**src/flsv_pkg.sv**
```systemverilog
// Package with constants and types for the fiber link sideband and verify block
// What this block does
// - Internal check loops transmit data to receive inside, bypassing optical ports.
// - External check uses optical ports; far side fits an optical short first.
// - Check lasts programmed seconds, clamped between duration floor and ceiling.
// - Self test runs an internal path check for five seconds.
// - On command a start-of-frame sync marker is sent over the link.
// - Four sideband bits a, b, direction, not-ready are carried unchanged.
// - All four sideband bits are zero after reset.
// - Software reads back the four sideband bits being transmitted.
package flsv_pkg;
   localparam logic [11:0] FLSV_OFS_CTRL   = 12'h000;
   localparam logic [11:0] FLSV_OFS_STATUS = 12'h004;
   localparam logic [11:0] FLSV_OFS_SIDEB  = 12'h008;
   localparam logic [11:0] FLSV_OFS_RXSB   = 12'h00c;
   localparam int          FLSV_CTRL_START = 0;
   localparam int          FLSV_CTRL_EXT   = 1;
   localparam int          FLSV_CTRL_SELF  = 2;
   localparam int          FLSV_CTRL_SOF   = 3;
   localparam int          FLSV_CTRL_SEC   = 8;
   localparam logic [7:0]  FLSV_DUR_FLOOR  = 8'h01;
   localparam logic [7:0]  FLSV_DUR_CEIL   = 8'h3c;
   localparam logic [7:0]  FLSV_SELF_SEC   = 8'h05;
   localparam int          FLSV_CLK_HZ     = 100000000;
   localparam int          FLSV_SEC_CYC    = FLSV_CLK_HZ;
   localparam logic [3:0]  FLSV_SB_RESET   = 4'h0;
   localparam logic [7:0]  FLSV_PATTERN_SEED = 8'h01;

   typedef struct packed {
      logic nrdy;
      logic dir;
      logic user_sideband_bit_b;
      logic user_sideband_bit_a;
   } flsv_sideband_t;

   typedef struct packed {
      logic       sof;
      logic [7:0] data;
      logic       valid;
   } flsv_word_t;

   typedef enum logic [1:0] {
      FLSV_IDLE = 2'b00,
      FLSV_RUN  = 2'b01,
      FLSV_DONE = 2'b10
   } flsv_state_t;
endpackage : flsv_pkg

```
**src/flsv_top.sv**
```systemverilog
// Top of the fiber link sideband and verify block with its APB slave
//
// Added by the designer: the placing of the registers and the APB register port.
module flsv_top #(
   parameter int SEC_CYC = flsv_pkg::FLSV_SEC_CYC
) (
   input  wire logic                  i_clk,
   input  wire logic                  i_rstn,
   input  wire logic                  i_psel,
   input  wire logic                  i_penable,
   input  wire logic                  i_pwrite,
   input  wire logic [11:0]           i_paddr,
   input  wire logic [31:0]           i_pwdata,
   output logic      [31:0]           o_prdata,
   output logic                       o_pready,
   output logic                       o_pslverr,
   output flsv_pkg::flsv_word_t       o_tx_word,
   output flsv_pkg::flsv_sideband_t   o_tx_sideband,
   input  wire flsv_pkg::flsv_word_t  i_rx_word,
   input  wire flsv_pkg::flsv_sideband_t i_rx_sideband,
   output logic                       o_int_loop,
   output logic                       o_check_busy
);
   import flsv_pkg::*;

   logic           wr_en;
   logic           rd_en;
   logic           addr_ok;
   flsv_state_t    st_reg;
   flsv_state_t    st_next;
   logic           ext_reg;
   logic           ext_next;
   logic           pass_reg;
   logic           pass_next;
   logic           err_reg;
   logic           err_next;
   logic [7:0]     secs_reg;
   logic [7:0]     secs_next;
   logic [7:0]     pat_reg;
   logic [7:0]     pat_next;
   logic [7:0]     exp_reg;
   logic [7:0]     exp_next;
   flsv_sideband_t sb_reg;
   flsv_sideband_t sb_next;
   logic           sof_reg;
   logic           sof_next;
   flsv_word_t     tx_reg;
   flsv_word_t     tx_next;
   logic [31:0]    rd_reg;
   logic [31:0]    rd_next;
   logic           tmr_load;
   logic           tmr_busy;
   logic           tmr_exp;
   flsv_word_t     rx_sel;
   logic [7:0]     req_secs;
   logic           start_req;

   assign wr_en   = i_psel && i_penable && i_pwrite;
   assign rd_en   = i_psel && i_penable && !i_pwrite;
   assign addr_ok = (i_paddr == FLSV_OFS_CTRL) || (i_paddr == FLSV_OFS_STATUS) ||
                    (i_paddr == FLSV_OFS_SIDEB) || (i_paddr == FLSV_OFS_RXSB);
   assign start_req = wr_en && (i_paddr == FLSV_OFS_CTRL) && i_pwdata[FLSV_CTRL_START];

   // Duration request, self test forces five seconds on the internal path
   always_comb
   begin
      req_secs = i_pwdata[FLSV_CTRL_SEC +: 8];
      if (i_pwdata[FLSV_CTRL_SELF])
         req_secs = FLSV_SELF_SEC;
      else if (req_secs < FLSV_DUR_FLOOR)
         req_secs = FLSV_DUR_FLOOR;
      else if (req_secs > FLSV_DUR_CEIL)
         req_secs = FLSV_DUR_CEIL;
   end

   assign tmr_load = start_req && (st_reg != FLSV_RUN);

   // Internal path returns transmit word directly, external uses optical receive
   always_comb
   begin
      if (ext_reg)
         rx_sel = i_rx_word;
      else
         rx_sel = tx_reg;
   end

   always_comb
   begin
      st_next   = st_reg;
      ext_next  = ext_reg;
      pass_next = pass_reg;
      err_next  = err_reg;
      secs_next = secs_reg;
      pat_next  = pat_reg;
      exp_next  = exp_reg;
      sb_next   = sb_reg;
      sof_next  = 1'b0;
      tx_next   = '0;
      case (st_reg)
         FLSV_IDLE, FLSV_DONE:
         begin
            if (tmr_load)
            begin
               st_next   = FLSV_RUN;
               ext_next  = i_pwdata[FLSV_CTRL_EXT] && !i_pwdata[FLSV_CTRL_SELF];
               secs_next = req_secs;
               pass_next = 1'b0;
               err_next  = 1'b0;
               pat_next  = FLSV_PATTERN_SEED;
               exp_next  = FLSV_PATTERN_SEED;
            end
         end
         FLSV_RUN:
         begin
            tx_next.valid = 1'b1;
            tx_next.data  = pat_reg;
            pat_next      = pat_reg + 8'h1;
            if (rx_sel.valid && !rx_sel.sof)
            begin
               if (rx_sel.data != exp_reg)
                  err_next = 1'b1;
               exp_next = rx_sel.data + 8'h1;
            end
            if (tmr_exp)
            begin
               st_next   = FLSV_DONE;
               pass_next = !err_next;
            end
         end
         default:
            st_next = FLSV_IDLE;
      endcase
      if (wr_en && (i_paddr == FLSV_OFS_CTRL) && i_pwdata[FLSV_CTRL_SOF])
         sof_next = 1'b1;
      if (sof_reg && (st_reg != FLSV_RUN))
      begin
         tx_next.valid = 1'b1;
         tx_next.sof   = 1'b1;
      end
      if (wr_en && (i_paddr == FLSV_OFS_SIDEB))
         sb_next = flsv_sideband_t'(i_pwdata[3:0]);
   end

   always_comb
   begin
      rd_next = 32'h0;
      if (i_paddr == FLSV_OFS_CTRL)
         rd_next = {16'h0, secs_reg, 6'h0, ext_reg, 1'b0};
      else if (i_paddr == FLSV_OFS_STATUS)
         rd_next = {28'h0, err_reg, pass_reg, st_reg == FLSV_DONE, st_reg == FLSV_RUN};
      else if (i_paddr == FLSV_OFS_SIDEB)
         rd_next = {28'h0, sb_reg};
      else if (i_paddr == FLSV_OFS_RXSB)
         rd_next = {28'h0, i_rx_sideband};
   end

   always_ff @(posedge i_clk or negedge i_rstn)
   begin
      if (!i_rstn)
      begin
         st_reg   <= FLSV_IDLE;
         ext_reg  <= 1'b0;
         pass_reg <= 1'b0;
         err_reg  <= 1'b0;
         secs_reg <= 8'h0;
         pat_reg  <= 8'h0;
         exp_reg  <= 8'h0;
         sb_reg   <= FLSV_SB_RESET;
         sof_reg  <= 1'b0;
         tx_reg   <= '0;
         rd_reg   <= 32'h0;
      end
      else
      begin
         st_reg   <= st_next;
         ext_reg  <= ext_next;
         pass_reg <= pass_next;
         err_reg  <= err_next;
         secs_reg <= secs_next;
         pat_reg  <= pat_next;
         exp_reg  <= exp_next;
         sb_reg   <= sb_next;
         sof_reg  <= sof_next | (sof_reg && (st_reg == FLSV_RUN));
         tx_reg   <= tx_next;
         if (i_psel && !i_penable)
            rd_reg <= rd_next;
      end
   end

   flsv_sec_timer #(
      .SEC_CYC (SEC_CYC)
   ) u_timer (
      .i_clk    (i_clk),
      .i_rstn   (i_rstn),
      .i_load   (tmr_load),
      .i_secs   (req_secs),
      .o_busy   (tmr_busy),
      .o_expire (tmr_exp)
   );

   assign o_prdata      = rd_en ? rd_reg : 32'h0;
   assign o_pready      = 1'b1;
   assign o_pslverr     = i_psel && i_penable && !addr_ok;
   assign o_tx_word     = tx_reg;
   assign o_tx_sideband = sb_reg;
   assign o_int_loop    = (st_reg == FLSV_RUN) && !ext_reg;
   assign o_check_busy  = tmr_busy;

   a_sideband_reset: assert property (@(posedge i_clk)
      $rose(i_rstn) |-> o_tx_sideband == 4'h0) else $error("sideband not zero");
   a_sideband_write: assert property (@(posedge i_clk) disable iff (!i_rstn)
      wr_en && i_paddr == FLSV_OFS_SIDEB |=> o_tx_sideband == $past(i_pwdata[3:0]))
      else $error("sideband write lost");
   a_sideband_hold: assert property (@(posedge i_clk) disable iff (!i_rstn)
      !(wr_en && i_paddr == FLSV_OFS_SIDEB) |=> $stable(o_tx_sideband))
      else $error("sideband changed");
   a_sideband_read: assert property (@(posedge i_clk) disable iff (!i_rstn)
      rd_en && i_paddr == FLSV_OFS_SIDEB |-> o_prdata[3:0] == o_tx_sideband)
      else $error("sideband readback wrong");
   a_dur_bounds: assert property (@(posedge i_clk) disable iff (!i_rstn)
      st_reg == FLSV_RUN |-> secs_reg >= FLSV_DUR_FLOOR && secs_reg <= FLSV_DUR_CEIL)
      else $error("duration out of bounds");
   a_self_five: assert property (@(posedge i_clk) disable iff (!i_rstn)
      tmr_load && i_pwdata[FLSV_CTRL_SELF] |=> secs_reg == 8'h05 && !ext_reg)
      else $error("self test not five seconds internal");
   a_int_path: assert property (@(posedge i_clk) disable iff (!i_rstn)
      o_int_loop |-> !err_reg) else $error("internal path saw an error");
   a_ext_path: assert property (@(posedge i_clk) disable iff (!i_rstn)
      st_reg == FLSV_RUN && ext_reg && i_rx_word.valid && !i_rx_word.sof
      && i_rx_word.data != exp_reg |=> err_reg)
      else $error("external path error missed");
   a_sof_send: assert property (@(posedge i_clk) disable iff (!i_rstn)
      wr_en && i_paddr == FLSV_OFS_CTRL && i_pwdata[FLSV_CTRL_SOF] && st_reg != FLSV_RUN
      && !tmr_load |-> ##2 o_tx_word.sof) else $error("sync marker not sent");
   a_end_flag: assert property (@(posedge i_clk) disable iff (!i_rstn)
      st_reg == FLSV_RUN && tmr_exp |=> st_reg == FLSV_DONE && pass_reg == !err_reg)
      else $error("pass flag wrong");
   c_run_int: cover property (@(posedge i_clk) disable iff (!i_rstn) o_int_loop);
   c_run_ext: cover property (@(posedge i_clk) disable iff (!i_rstn)
      st_reg == FLSV_RUN && ext_reg);
   c_done: cover property (@(posedge i_clk) disable iff (!i_rstn) st_reg == FLSV_DONE);
   c_sof: cover property (@(posedge i_clk) disable iff (!i_rstn) o_tx_word.sof);
endmodule : flsv_top

```
**src/flsv_sec_timer.sv**
```systemverilog
// Seconds timer that counts down a programmed duration
module flsv_sec_timer #(
   parameter int SEC_CYC = 100000000
) (
   input  wire logic       i_clk,
   input  wire logic       i_rstn,
   input  wire logic       i_load,
   input  wire logic [7:0] i_secs,
   output logic            o_busy,
   output logic            o_expire
);
   import flsv_pkg::*;
   logic [31:0] cyc_reg;
   logic [31:0] cyc_next;
   logic [7:0]  sec_reg;
   logic [7:0]  sec_next;
   logic        busy_reg;
   logic        busy_next;
   logic        exp_reg;
   logic        exp_next;

   always_comb
   begin
      cyc_next  = cyc_reg;
      sec_next  = sec_reg;
      busy_next = busy_reg;
      exp_next  = 1'b0;
      if (i_load)
      begin
         cyc_next  = 32'(SEC_CYC - 1);
         sec_next  = i_secs;
         busy_next = 1'b1;
      end
      else if (busy_reg)
      begin
         if (cyc_reg != 32'h0)
            cyc_next = cyc_reg - 32'h1;
         else if (sec_reg > 8'h1)
         begin
            sec_next = sec_reg - 8'h1;
            cyc_next = 32'(SEC_CYC - 1);
         end
         else
         begin
            busy_next = 1'b0;
            exp_next  = 1'b1;
         end
      end
   end

   always_ff @(posedge i_clk or negedge i_rstn)
   begin
      if (!i_rstn)
      begin
         cyc_reg  <= 32'h0;
         sec_reg  <= 8'h0;
         busy_reg <= 1'b0;
         exp_reg  <= 1'b0;
      end
      else
      begin
         cyc_reg  <= cyc_next;
         sec_reg  <= sec_next;
         busy_reg <= busy_next;
         exp_reg  <= exp_next;
      end
   end

   assign o_busy   = busy_reg;
   assign o_expire = exp_reg;
endmodule : flsv_sec_timer

```
**config.mk**
```make
export PLATFORM = sky130hd
export DESIGN_NAME = flsv_top
export DESIGN_NICKNAME = d
export VERILOG_FILES = /design/src/flsv_pkg.sv /design/src/flsv_top.sv /design/src/flsv_sec_timer.sv
export SDC_FILE = /design/constraint.sdc
export NUM_CORES = 1
export LEC_CHECK = 0
export ABC_AREA = 0
export BUFFER_PORTS_ARGS = -buffer_cell sky130_fd_sc_hd__buf_2
export CORE_MARGIN = 8
export CORE_UTILIZATION = 52
export DETAILED_ROUTE_END_ITERATION = 6
export GPL_TIMING_DRIVEN = 0
export PLACE_DENSITY = 0.77
export SLEW_MARGIN = 25
export SYNTH_ARGS = -nofsm -noshare
export SYNTH_HDL_FRONTEND = slang
export SYNTH_SLANG_ARGS = --single-unit
```
**constraint.sdc**
```tcl
create_clock -name i_clk -period 8.99 [get_ports i_clk]
set_clock_uncertainty 0.2 [all_clocks]
set_input_delay 0 -clock i_clk [delete_from_list [all_inputs] [get_ports i_clk]]
set_output_delay 0 -clock i_clk [all_outputs]
set_load 0.005 [all_outputs]
```
; ---- Yosys cells after proc, flatten, opt, wreduce, memory -nomap -nowiden
; Index checks and enable logic that the tools add are counted.
[word_totals]
register_bits = 118
out_inout_bits = 50
wordCells = 122
[classes]
n_addsub = 4
n_lt_le_gt_ge = 3
eq_ne = 11
mux = 43
n_bitwise = 1
reduce_logical = 40
[op_table]
columns = op, n
row1 = 32-bit 2-to-1 mux, 5
row2 = 8-bit 2-to-1 mux, 9
row3 = 8-bit case mux with 2 select lines, 2
row4 = 32-bit nonzero test, 1
row5 = 32-bit by 1-bit subtractor with 32-bit output (second input constant), 1
row6 = 12-bit by 4-bit == test with 1-bit output (second input constant), 2
row7 = 8-bit by 1-bit adder with 8-bit output (second input constant), 2
row8 = 1-bit 2-to-1 mux, 16
row9 = 16-bit 2-to-1 mux, 1
row10 = 1-bit logical AND, 15
row11 = 12-bit by 3-bit == test with 1-bit output (second input constant), 1
row12 = 12-bit zero test, 1
row13 = 4-bit 2-to-1 mux, 3
row14 = 10-bit 2-to-1 mux, 1
row15 = 9-bit 2-to-1 mux, 1
row16 = 3-bit AND reduction, 3
row17 = 8-bit by 1-bit greater-than comparator with 1-bit output (second input constant), 1
row18 = 8-bit by 6-bit greater-than comparator with 1-bit output (second input constant), 1
row19 = 8-bit by 1-bit less-than comparator with 1-bit output (second input constant), 1
row20 = 8-bit != test, 1
row21 = 2-bit AND reduction, 4
row22 = 8-bit by 1-bit subtractor with 8-bit output (second input constant), 1
row23 = 1-bit zero test, 7
row24 = 2-bit != test (second input constant), 3
row25 = 12 further kinds, 19

; ---- Longest topological paths before layout
; Gate-level depths: netlist of the first run.
[depth]
word_depth = 8
depth_mapped = 10
ltp_nobuf = 8

; ---- Hierarchy
; A second synthesis of the first run with hierarchy kept.
[unflattened]
cells_unflattened = 580
hier_area_um2 = 5529.1
[modules_own_cells]
columns = module, n_inst, cells_per_inst, area_per_inst_um2
row1 = flsv_top, 1, 310, 3085.5
row2 = flsv_sec_timer, 1, 270, 2443.6

; ---- Worst setup path before layout of the first run
; Ideal clock, no wire load.
[synth_path]
path_kind = reg2reg
from = reg u_timer.cyc_reg[0]
to = reg u_timer.cyc_reg[2]
arrival_ps = 2798
t_required_ps = 8647
setup_slack_ps = 5849
path_stages_with_launch = 11
n_path_buf = 2
synth_period_minus_slack_ps = 3141
path_cell_list = dfrtp_1 -> inv_1 -> ha_1 -> or4b_4 -> or4_4 -> or4_4 -> buf_6 -> and2_4 -> buf_6 -> a21oi_1 -> o21ai_0
[synth_between]
elab_chain_cells = 4
elab_cells_between_ends = 7
classes_between = add/sub (1) / mux (3) / reduce/logical (3)
[synth_rtl]
columns = item, line
row1 = from (decl), flsv_sec_timer.sv:13  ; logic [31:0] cyc_reg;
row2 = from (signal assigned), flsv_sec_timer.sv:62  ; cyc_reg <= cyc_next;
row3 = 32-bit by 1-bit subtractor with 32-bit output / 32-bit nonzero test (equally long branches), "flsv_sec_timer.sv:37, flsv_sec_timer.sv:36"
row4 = 32-bit 2-to-1 mux, flsv_sec_timer.sv:36  ; if (cyc_reg != 32'h0)
row5 = 32-bit 2-to-1 mux, flsv_sec_timer.sv:34  ; else if (busy_reg)
row6 = 32-bit 2-to-1 mux, flsv_sec_timer.sv:28  ; if (i_load)
; Several ways; a longest one is shown, not always the timed one. The select of a mux whose other input is x is not followed.
; A chain may end at the register's enable or synchronous reset.

; ---- Worst setup path in the final report of the first run
[layout_path]
from = reg u_timer.cyc_reg[0]
to = reg u_timer.cyc_reg[25]
; The elaborated chain is that of the path after synthesis.

==> results.md, run 1 <==
- Status: finished, final reports clean
- First-pass GRT wire length: 21700 µm
- Cells after synthesis: 549
- Worst flop-to-flop path startpoint: u_timer.cyc_reg[0]$_DFFE_PN0P_
- Worst vdd ir: 0.0711 mV
- Max-Cap Viols: 0
- Fmax: 0.290 GHz
- Clock-pin slew on the worst setup and hold paths: 0.10 ns
- # placed instances: 771
- Skew-Pair Late Insertion Delay: 0.37 ns
- CP Data Required Time: 9.03 ns
- Buffers on Ports: 69
- Worst min path class: primary input to flop
- Clock Tree Buf Depth: 2
- Fin. max-slew vios: 0
- WS Path Type: flop to flop
- Worst hold start: i_rx_word[5]
- Drt pass-1 iters: 5
- Initial Utilization: 53.6%
- P&R area growth vs syn: 21.8%
- Yosys warning count: 0
- Postcts setup bufs: 0
- Synth top area share: 46.8%
- RSZ-0062 raised after global routing: false
- Comb power frac: 7.1%
- Rows: 36
- Post-synth EDFFs: 0
- Largest net degree at the start of global routing: 63
- Total CTS buffers: 9
- Worst slew margin: 50.3%
- Seq cells post-synth: 98
- Final Setup Violations: 0
- Mean number of vias per cell: 5.47
- Pre-CTS setup slack: 5.57 ns
- Sequential area share after synthesis: 46.8%
- Initial antenna violation count: 0
- Yosys top cell by area: dfrtp_1
- Final cell count without fillers: 820
- Synthesized cell area: 5240 µm²
- Worst Tran Pin Value: 0.737 ns
- ANT cells: 0
- Total GRT Usage: 19.9%
- DRC Markers: 0
- GP Congestion: 0.839
- Filler instances: 769
- Worst setup path start: u_timer.cyc_reg[0]$_DFFE_PN0P_
- Pwr per Cell Area: 121 nW/µm²
- Layout cell share with drive strength beyond 1: 19.2%
- Synth async-reset ratio: 100%
- Clk root buf: clkbuf_8
- Post-DP Area: 5860 µm²
- Cts hold-fix bufs: 33
- Internal power: 573 µW
- I/O pin total: 113
- Util after Layout: 65.2%
- Die height: 116 µm
- Worst setup SP type: flop
- ANT nets after route: 0
- Sw Share: 25.5%
- Post-CTS resize count: 0
- Crit path capture type: flop
- Register share of total power: 57.8%
- Gr ovfl total: 0
- Commonest cells after routing, fill and taps aside: dfrtp_1, buf_2, nor2_1, nand2_1, dlygate4sd3_1
- Die W: 116 µm
- Post-detail-place hpwl: 9230 µm
- Nets: 750
- Final worst setup slack: 5.54 ns
- Net Sw Power: 196 µW
- Routed WL per cell: 16.0 µm
- Syn Area/Cell: 9.54 µm²
- Clock sinks: 98
- Core area: 9770 µm²
- Setup TNS: 0 ns
- Largest register FFs: 32
- Netlist cell types: 51
- Fin crit share: 38.3%
- DRT Wirelength: 13100 µm
- Critical path arrival: 3.48 ns
- Top cells by area, synth: dfrtp_1, xor2_1, nor2_1
- Initial drt markers: 312
- Tmin final: 3.45 ns
- Static Leak: 0.00262 µW
- DIE AREA: 13500 µm²
- H-tree depth: 3
- Vias in the first global route: 4604
- Design area: 6380 µm²
- Hold Vio Cnt, Final: 0
- Crit path max fanout: 10
- Primary FF master, synth: dfrtp_1
- Clk pwr share: 35.1%
- Commonest non-fill, non-tap cell in the layout: dfrtp_1
- Vias: 4485
- CTS tree: yes
[synth_stat cells (2+ instances only)]
cell type / n
conb_1: 2
o21ai_1: 3
nor2_1: 59
mux2i_1: 9
or4_4: 2
a31oi_1: 2
nand3_1: 21
or2_2: 3
nor2b_1: 6
a22oi_1: 3
dfrtp_1: 98
ha_1: 5
a21oi_1: 17
xor2_1: 27
a22o_1: 10
o21ai_0: 23
a32oi_1: 2
or4_1: 7
nor3b_1: 3
buf_4: 21
nand2_1: 45
buf_2: 2
nor3_1: 17
and2_1: 21
buf_6: 2
xnor2_1: 18
nand3b_1: 5
and4_1: 2
nand4_1: 10
o31ai_1: 9
inv_1: 10
or3_1: 10
nand2b_1: 6
mux2_2: 11
nand4b_1: 3
nor4_1: 15
and3_1: 6
clkbuf_1: 21
[path summary, 6_finish.rpt]
check / end / slack, ns / cells past startpoint
max: u_timer.cyc_reg[25]$_DFFE_PN0P_ / 5.54 / 9
min: exp_reg[4]$_DFFE_PN0P_ / 0.02 / 5
max reg2reg: u_timer.cyc_reg[25]$_DFFE_PN0P_ / 5.54 / 9
min reg2reg: secs_reg[3]$_DFFE_PN0P_ / 0.30 / 2
max in group asynchronous: pat_reg[5]$_DFFE_PN0P_ / 7.80 / 4
min in group asynchronous: exp_reg[4]$_DFFE_PN0P_ / 0.48 / 4
[per-layer routing]
metal,wire (µm),vias up,GRT usage (%)
met4,202,0,7.17
li1,-,2161,-
met2,6580,153,35.2
met5,0,-,0
met3,855,21,3.72
met1,5510,2150,23.6
[logic make-up after synthesis]
kind of cell / Yosys count / share of synthesized area (%)
other cells: 2 / 0.143
xor+xnor: 45 / 7.53
mux: 21 / 4.52
fa+ha+maj: 5 / 1.19
buf+inv: 56 / 5.85
simple gates: 246 / 24.7
compound gates: 76 / 9.25
flops: 98 / 46.8
[worst max-delay path: stages, from the launching register on]
cell,delay [ns]
dfrtp_1,0.43
inv_1,0.07
ha_1,0.23
or4b_4,0.51
or4_4,0.58
nor4_1,0.34
buf_2,0.29
or2_2,0.18
clkbuf_1,0.37
nor2_1,0.11
[power groups by stage]
stage	sequential (µW)	combinational, µW	clock [µW]
2_1_floorplan	453	18.5	0
3_3_place_gp	453	39.5	0
3_5_place_dp	454	42.3	0
4_1_cts	445	52.7	274
5_1_grt	445	60.7	288
6_report	445	54.5	270
[through the flow]
step,total power [µW],hold WS [ns]
floorplan,472,-0.496
global placement,493,0.0707
detailed placement,496,-0.281
CTS,772,0.00602
global route,794,0.0598
finish,769,0.0202
[area by class of cell]
type,count,area (µm²),share of cell area [%]
Buffer,46,269,4.22
Clock buffer,10,128,2.00
Clock inverter,6,50.0,0.785
Inverter,10,37.5,0.589
Multi-Input combinational cell,414,2550,40.1
Sequential cell,98,2450,38.5
Tap cell,133,166,2.61
Timing Repair Buffer,103,719,11.3
Power figures use the tool's default switching activity.
==> run 2: changes to the inputs <==
--- a/config.mk
+++ b/config.mk
@@ -5,10 +5,10 @@
 export SDC_FILE = /design/constraint.sdc
 export NUM_CORES = 1
 export LEC_CHECK = 0
-export ABC_AREA = 0
+export ABC_AREA = 1
 export BUFFER_PORTS_ARGS = -buffer_cell sky130_fd_sc_hd__buf_2
 export CORE_MARGIN = 8
-export CORE_UTILIZATION = 52
+export CORE_UTILIZATION = 51
 export DETAILED_ROUTE_END_ITERATION = 6
 export GPL_TIMING_DRIVEN = 0
 export PLACE_DENSITY = 0.77
==> constraint.sdc (replaced) <==
create_clock -name i_clk -period 3 [get_ports i_clk]
set_clock_uncertainty 0.2 [all_clocks]
set_input_delay 0 -clock i_clk [delete_from_list [all_inputs] [get_ports i_clk]]
set_output_delay 0 -clock i_clk [all_outputs]
set_load 0.005 [all_outputs]
==> run 2 against run 1 <==
Compared with the run above: the flow now finishes with violations (negative hold slack); critical endpoint is now exp_reg[4]$_DFFE_PN0P_; via count grew 32%; worst setup slack got worse by 5.1 ns; clock-buffer cell count decreased by 1.
==> results.md, run 2 <==
- Layout cell share with drive strength beyond 1: 12.9% (-6.3 points)
- Post-synth EDFFs: 0 (unchanged)
- Sw Share: 32.4% (+6.9 points)
- Pwr Total: 3520 µW (+360%)
- Synth top area share: 40.5% (-6.3 points)
- Static Leak: 0.00399 µW (+53%)
- Routed WL per cell: 13.4 µm (-16%)
- Failing checks: negative hold slack
- Status: finished, violations left
- First-pass GRT wire length: 26700 µm (+23%)
- Die height: 125 µm (+7.3%)
- CP Data Required Time: 3.05 ns (-5.98 ns)
- Crit path capture type: flop
- Final worst setup slack: 0.418 ns (-5.13 ns)
- Top delay family on crit path: buffers and inverters
- Sequential area share after synthesis: 40.5% (-6.3 points)
- Net Sw Power: 1140 µW (+480%)
- P&R area growth vs syn: 21.0%
- Cells after synthesis: 897 (+63%)
- Worst vdd ir: 0.345 mV (+390%)
- H-tree depth: 3 (unchanged)
- Postcts setup bufs: 0 (unchanged)
- Largest net degree at the start of global routing: 77 (+22%)
- I/O pin total: 113 (unchanged)
- Fin crit share: 86.1% (+48 points)
- Hold Vio Cnt, Final: 6 (+6)
- Comb power frac: 21.1% (+14 points)
- Initial Utilization: 52.5% (-1.1 points)
- Slowest-stage cell, CP: dlygate4sd3_1
- Clk pwr share: 34.5% (-0.6 points)
- Max-Cap Viols: 0 (unchanged)
- Buffers on Ports: 71 (+2.9%)
- ANT nets after route: 0 (unchanged)
- Commonest cells after routing, fill and taps aside: nand2_1, nor2_1, dfrtp_1, inv_1
- Vias: 5933 (+32%)
- Vias in the first global route: 5510 (+20%)
- Worst Path Buf+Inv: 3 (unchanged)
- Largest register FFs: 32 (unchanged)
- Setup TNS: 0 ns (unchanged)
- Netlist cell types: 30 (-41%)
- GP Congestion: 0.915 (+9.1%)
- Crit path max fanout: 10 (unchanged)
- Crit-path cells: inv_1 -> nand2_1 -> o22ai_1 -> dlygate4sd3_1 -> nand2_1 -> nand2_1 -> buf_2 -> nand3_1 -> o21ai_0
- Drt pass-1 iters: 5 (unchanged)
- Clock Tree Buf Depth: 2 (unchanged)
- WS Path Type: flop to flop
- Primary FF master, synth: dfrtp_1
- Pre-CTS setup slack: 0.319 ns (-5.26 ns)
- Synthesized cell area: 6050 µm² (+16%)
- DRT Wirelength: 15800 µm (+20%)
- Register share of total power: 44.4% (-13 points)
- Core area: 11500 µm² (+18%)
- CP dominant cell by count: nand2_1
- Initial antenna violation count: 1 (+1)
- Skew-Pair Late Insertion Delay: 0.36 ns (about the same)
- Hold Worst Slack: -0.0163 ns (-0.0364 ns)
- Util after Layout: 63.5% (-1.7 points)
- Worst min path class: primary input to async pin
- Top cells by area, synth: dfrtp_1, nand2_1, nor2_1
- Clk root buf: clkbuf_16
- Seq cells post-synth: 98 (unchanged)
- Critical path arrival: 2.64 ns (-0.84 ns)
- RSZ-0062 raised after global routing: false
- Clock sinks: 98 (unchanged)
- DRC Markers: 0 (unchanged)
- Worst Tran Pin Value: 0.703 ns (-0.0336 ns)
- Final Setup Violations: 0 (unchanged)
- Tmin final: 2.58 ns (-0.863 ns)
- Total GRT Usage: 20.6% (+0.64 points)
- Top cells by count, synth: nand2_1, nor2_1, dfrtp_1
- Gr ovfl total: 0 (unchanged)
- Pwr per Cell Area: 481 nW/µm² (+300%)
- Yosys top cell by area: dfrtp_1
- Commonest non-fill, non-tap cell in the layout: nand2_1
- Worst setup SP type: flop
- Post-detail-place hpwl: 11200 µm (+21%)
- Synth async-reset ratio: 100% (unchanged)
- Fmax: 0.387 GHz (+33%)
- Die W: 125 µm (+7.3%)
- Nets: 1099 (+47%)
- Design area: 7320 µm² (+15%)
- Mean number of vias per cell: 5.03 (-8.1%)
- Clock-pin slew on the worst setup and hold paths: 0.07 ns (-0.03 ns)
- Syn Area/Cell: 6.74 µm² (-29%)
- Fin. max-slew vios: 0 (unchanged)
- Worst slew margin: 53.1% (+2.9 points)
- Internal power: 2380 µW (+310%)
- DIE AREA: 15600 µm² (+15%)
- Slowest Stage Delay on Critical Path: 0.62 ns (+0.04 ns)
- Initial drt markers: 455 (+46%)
- CTS tree: yes
- Most frequent cell after synthesis: nand2_1
- Post-DP Area: 6690 µm² (+14%)
- Total CTS buffers: 9 (unchanged)
- Rows: 39 (+8.3%)
- Yosys warning count: 0 (unchanged)
-- run 2: tightest hold or removal path, cell delays in order --
cell and delay, ns:
dlygate4sd3_1 0.54, buf_6 0.11, buf_16 0.29
-- run 2: logic make-up after synthesis --
| group | count (synthesis) | synth area share (%) |
|---|---|---|
| buffers and inverters | 140 | 10.4 |
| AND/OR/NAND/NOR | 537 | 36.6 |
| other | 2 | 0.124 |
| multiplexers | 1 | 0.186 |
| AO/OA/AOI/OAI | 89 | 7.57 |
| XOR/XNOR | 25 | 3.62 |
| adder cells (fa/ha/maj) | 5 | 1.03 |
| flip-flops | 98 | 40.5 |
-- run 2: worst paths after layout --
path | start | end | slack (ns) | cells after the start
max in group asynchronous | i_rstn | u_timer.sec_reg[0]$_DFFE_PN0P_ | 2.18 | 3
max | ext_reg$_DFFE_PN0P_ | exp_reg[4]$_DFFE_PN0P_ | 0.42 | 9
min in group i_clk | i_paddr[2] | rd_reg[2]$_DFFE_PN0P_ | 0.01 | 7
min | i_rstn | u_timer.cyc_reg[24]$_DFFE_PN0P_ | -0.02 | 3
min reg2reg | sof_reg$_DFF_PN0_ | o_tx_word[0]$_DFF_PN0_ | 0.27 | 2
max reg2reg | ext_reg$_DFFE_PN0P_ | exp_reg[4]$_DFFE_PN0P_ | 0.42 | 9
-- run 2: metrics by stage --
step / std cells / hold slack [ns]
3_3_place_gp: 1130 / 0.0661
2_1_floorplan: 916 / -0.496
5_1_grt: 1180 / 0.0257
6_report: 1180 / -0.0163
3_5_place_dp: 1131 / -0.327
4_1_cts: 1179 / 0.000305
-- run 2: power by group through the flow --
stage          logic, µW  registers [µW]  clock network (µW)
3_5_place_dp         696            1580                   0
2_1_floorplan        532            1550                   0
4_1_cts              731            1560                1230
5_1_grt              849            1580                1280
3_3_place_gp         677            1580                   0
6_report             742            1560                1210
-- run 2: cell type report --
type                       instances  area (µm²)
antenna                            1        2.50
sequential                        98        2450
clock buffer                       9         225
tap                              143         179
inverter                          99         372
buffer                            41         256
timing repair buffer             104         704
fill                            1022        4200
clock inverter                     7        83.8
multi-input combinational        678        3040
-- run 2: metal layers --
layer  global-route usage, %  part of all wire [%]  wire (µm)
met5                       0                     0          0
met4                    7.16                   1.6        249
met3                    4.92                   5.7        901
met2                    34.4                    48       7560
met1                    25.4                    45       7120
-- run 2: repair_timing --
| item | in CTS | in global routing |
|---|---|---|
| resized for setup | 0 | 2 |
| setup endpoints to repair | 0 | 2 |
| hold endpoints to repair | 131 | 0 |
| hold buffers | 32 | 0 |
==> run 3: changes to the inputs <==
--- a/config.mk
+++ b/config.mk
@@ -8,10 +8,10 @@
 export ABC_AREA = 1
 export BUFFER_PORTS_ARGS = -buffer_cell sky130_fd_sc_hd__buf_2
 export CORE_MARGIN = 8
-export CORE_UTILIZATION = 51
+export CORE_UTILIZATION = 52
 export DETAILED_ROUTE_END_ITERATION = 6
 export GPL_TIMING_DRIVEN = 0
-export PLACE_DENSITY = 0.77
+export PLACE_DENSITY = 0.75
 export SLEW_MARGIN = 25
 export SYNTH_ARGS = -nofsm -noshare
 export SYNTH_HDL_FRONTEND = slang
==> constraint.sdc (replaced) <==
create_clock -name i_clk -period 2.8 [get_ports i_clk]
set_clock_uncertainty 0.2 [all_clocks]
set_input_delay 0 -clock i_clk [delete_from_list [all_inputs] [get_ports i_clk]]
set_output_delay 0 -clock i_clk [all_outputs]
set_load 0.005 [all_outputs]
==> run 3 against run 2 <==
Compared with the run above: the run now ends clean; first-iteration DRC count grew 4.8%; sequential power grew 7%; fmax grew 0.12%; critical path type unchanged; highest routed layer unchanged.
==> results.md, run 3 (synthesis results as in run 2) <==
- Status: finished, final reports clean
- Commonest non-fill, non-tap cell in the layout: nand2_1
- Worst min path class: primary input to flop
- Post-detail-place hpwl: 11300 µm (+0.87%)
- Max-Cap Viols: 0 (unchanged)
- Crit path capture type: flop
- Comb power frac: 21.1% (about the same)
- Internal power: 2590 µW (+8.8%)
- Buffers on Ports: 71 (unchanged)
- DRT Wirelength: 15800 µm (-0.23%)
- Core area: 11400 µm² (-1.3%)
- Drt pass-1 iters: 5 (unchanged)
- Register share of total power: 44.3% (about the same)
- Commonest cells after routing, fill and taps aside: nand2_1, nor2_1, dfrtp_1, inv_1, o21ai_0
- Postcts setup bufs: 0 (unchanged)
- Sw Share: 31.5% (-0.92 points)
- DIE AREA: 15300 µm² (-1.7%)
- Largest net degree at the start of global routing: 74 (-3.9%)
- Mean number of vias per cell: 4.99 (-0.79%)
- CTS tree: yes
- Critical path arrival: 2.59 ns (-0.05 ns)
- Gr ovfl total: 0 (unchanged)
- Pwr Total: 3770 µW (+7.3%)
- Final Setup Violations: 0 (unchanged)
- H-tree depth: 3 (unchanged)
- Tmin final: 2.58 ns (-0.00303 ns)
- Skew-Pair Late Insertion Delay: 0.35 ns (about the same)
- GP Congestion: 0.888 (-3.0%)
- Layout cell share with drive strength beyond 1: 12.9% (-0.037 points)
- Crit-path cells: inv_1 -> clkbuf_2 -> nand2_1 -> o21ai_0 -> ha_1 -> a21boi_0 -> nand2_1 -> nor2_1 -> nor2_1 -> nand3_1 -> o21ai_0
- I/O pin total: 113 (unchanged)
- Slowest-stage cell, CP: dfrtp_1
- Worst slew margin: 54.4% (+1.2 points)
- P&R area growth vs syn: 21.8%
- Fin crit share: 92.1% (+6.0 points)
- Initial antenna violation count: 0 (-1)
- Clk pwr share: 34.6% (about the same)
- Filler instances: 993 (-2.8%)
- Hold Vio Cnt, Final: 0 (-6)
- Top delay family on crit path: compound AO/OA/AOI/OAI gates
- Setup TNS: 0 ns (unchanged)
- RSZ-0062 raised after global routing: false
- # placed instances: 1131 (unchanged)
- Static Leak: 0.00400 µW (+0.29%)
- Die W: 124 µm (-0.84%)
- Fin. max-slew vios: 0 (unchanged)
- Crit path max fanout: 10 (unchanged)
- First-pass GRT wire length: 25800 µm (-3.4%)
- Vias: 5901 (-0.54%)
- Initial drt markers: 477 (+4.8%)
- Net Sw Power: 1190 µW (+4.3%)
- Worst Tran Pin Value: 0.684 ns (-0.0186 ns)
- ANT nets after route: 0 (unchanged)
- Clock sinks: 98 (unchanged)
- Clk root buf: clkbuf_16
- Nets: 1102 (+0.27%)
- WS Path Type: flop to flop
- Initial Utilization: 53.2% (+0.68 points)
- Largest register FFs: 32 (unchanged)
- DRC Markers: 0 (unchanged)
- Vias in the first global route: 5523 (+0.24%)
- Clock Tree Buf Depth: 2 (unchanged)
- Die height: 124 µm (-0.84%)
- Final cell count without fillers: 1183 (+0.25%)
- Routed WL per cell: 13.3 µm (-0.49%)
- Worst vdd ir: 0.367 mV (+6.6%)
- Total CTS buffers: 9 (unchanged)
- Fmax: 0.388 GHz (+0.12%)
- Rows: 39 (unchanged)
- Pwr per Cell Area: 512 nW/µm² (+6.6%)
- Hold Worst Slack: 0.00481 ns (+0.0211 ns)
- Clock-pin slew on the worst setup and hold paths: 0.07 ns (about the same)
- CP Data Required Time: 2.81 ns (-0.24 ns)
- Worst setup SP type: flop
- Slowest Stage Delay on Critical Path: 0.46 ns (-0.16 ns)
- Total GRT Usage: 21.2% (+0.64 points)
- Worst Path Buf+Inv: 2 (-1)
[run 3: changes by cell type in the layout (fill, tap and decap cells not counted), sizes merged]
cell / delta
dlygate4sd3: +3
clkinvlp: +1
inv: -4
clkbuf: +2
clkinv: +1
[run 3: what timing repair did]
item | 4_1_cts | 5_1_grt
endpoints found under the setup margin | 0 | 2
hold buffers | 35 | 0
gates resized for setup | 0 | 2
endpoints found under the hold margin | 131 | 0
[run 3: routing by layer]
layer	vias up	wire length, µm	GRT usage, %
met5	-	0	0
met4	0	320	9.41
met3	23	1090	3.76
met2	162	7360	34.7
met1	2662	7020	27.0
li1	3054	-	-
[run 3: power by group through the flow]
| stage | clock [µW] | sequential [µW] | combinational (µW) |
|---|---|---|---|
| final | 1310 | 1670 | 797 |
| after global placement | 0 | 1690 | 727 |
| after floorplan | 0 | 1660 | 570 |
| after detailed placement | 0 | 1690 | 744 |
| after global routing | 1380 | 1690 | 911 |
| after CTS | 1330 | 1670 | 786 |
[run 3: worst paths after layout]
path | end | slack (ns) | startpoint | depth (start not counted)
max | exp_reg[4]$_DFFE_PN0P_ | 0.22 | ext_reg$_DFFE_PN0P_ | 11
min | rd_reg[2]$_DFFE_PN0P_ | 0.005 | i_paddr[2] | 7
max reg2reg | exp_reg[4]$_DFFE_PN0P_ | 0.22 | ext_reg$_DFFE_PN0P_ | 11
min reg2reg | st_reg[0]$_DFFE_PN0P_ | 0.27 | u_timer.o_expire$_DFF_PN0_ | 1
max in group asynchronous | rd_reg[0]$_DFFE_PN0P_ | 1.55 | i_rstn | 4
min in group asynchronous | u_timer.cyc_reg[19]$_DFFE_PN0P_ | 0.49 | i_rstn | 4
[run 3: metrics by stage]
step / area, µm² / worst slack (ns) / util (%)
after floorplan: 6120 / 0.624 / -
after global placement: 6650 / 0.152 / 58.5
after detailed placement: 6690 / 0.145 / 58.8
after CTS: 7360 / 0.0787 / 64.8
after global routing: 7360 / 0.0505 / 64.8
final: 7370 / 0.221 / 64.8
[run 3: cell type report]
| class | count | area [µm²] | share of cell area, % |
|---|---|---|---|
| Sequential cell | 98 | 2450 | 33.3 |
| Clock buffer | 11 | 253 | 3.43 |
| Timing Repair Buffer | 107 | 749 | 10.2 |
| Buffer | 41 | 256 | 3.48 |
| Tap cell | 143 | 179 | 2.43 |
| Multi-Input combinational cell | 678 | 3040 | 41.3 |
| Inverter | 99 | 372 | 5.04 |
| Clock inverter | 5 | 62.6 | 0.849 |
| Antenna cell | 1 | 2.50 | 0.0340 |
[run 3: tightest hold or removal path: cells and delay by family]
family | cells | cell delay, ns
compound gates | 1 | 0.06
buf+inv | 1 | 0.11
simple gates | 5 | 0.33
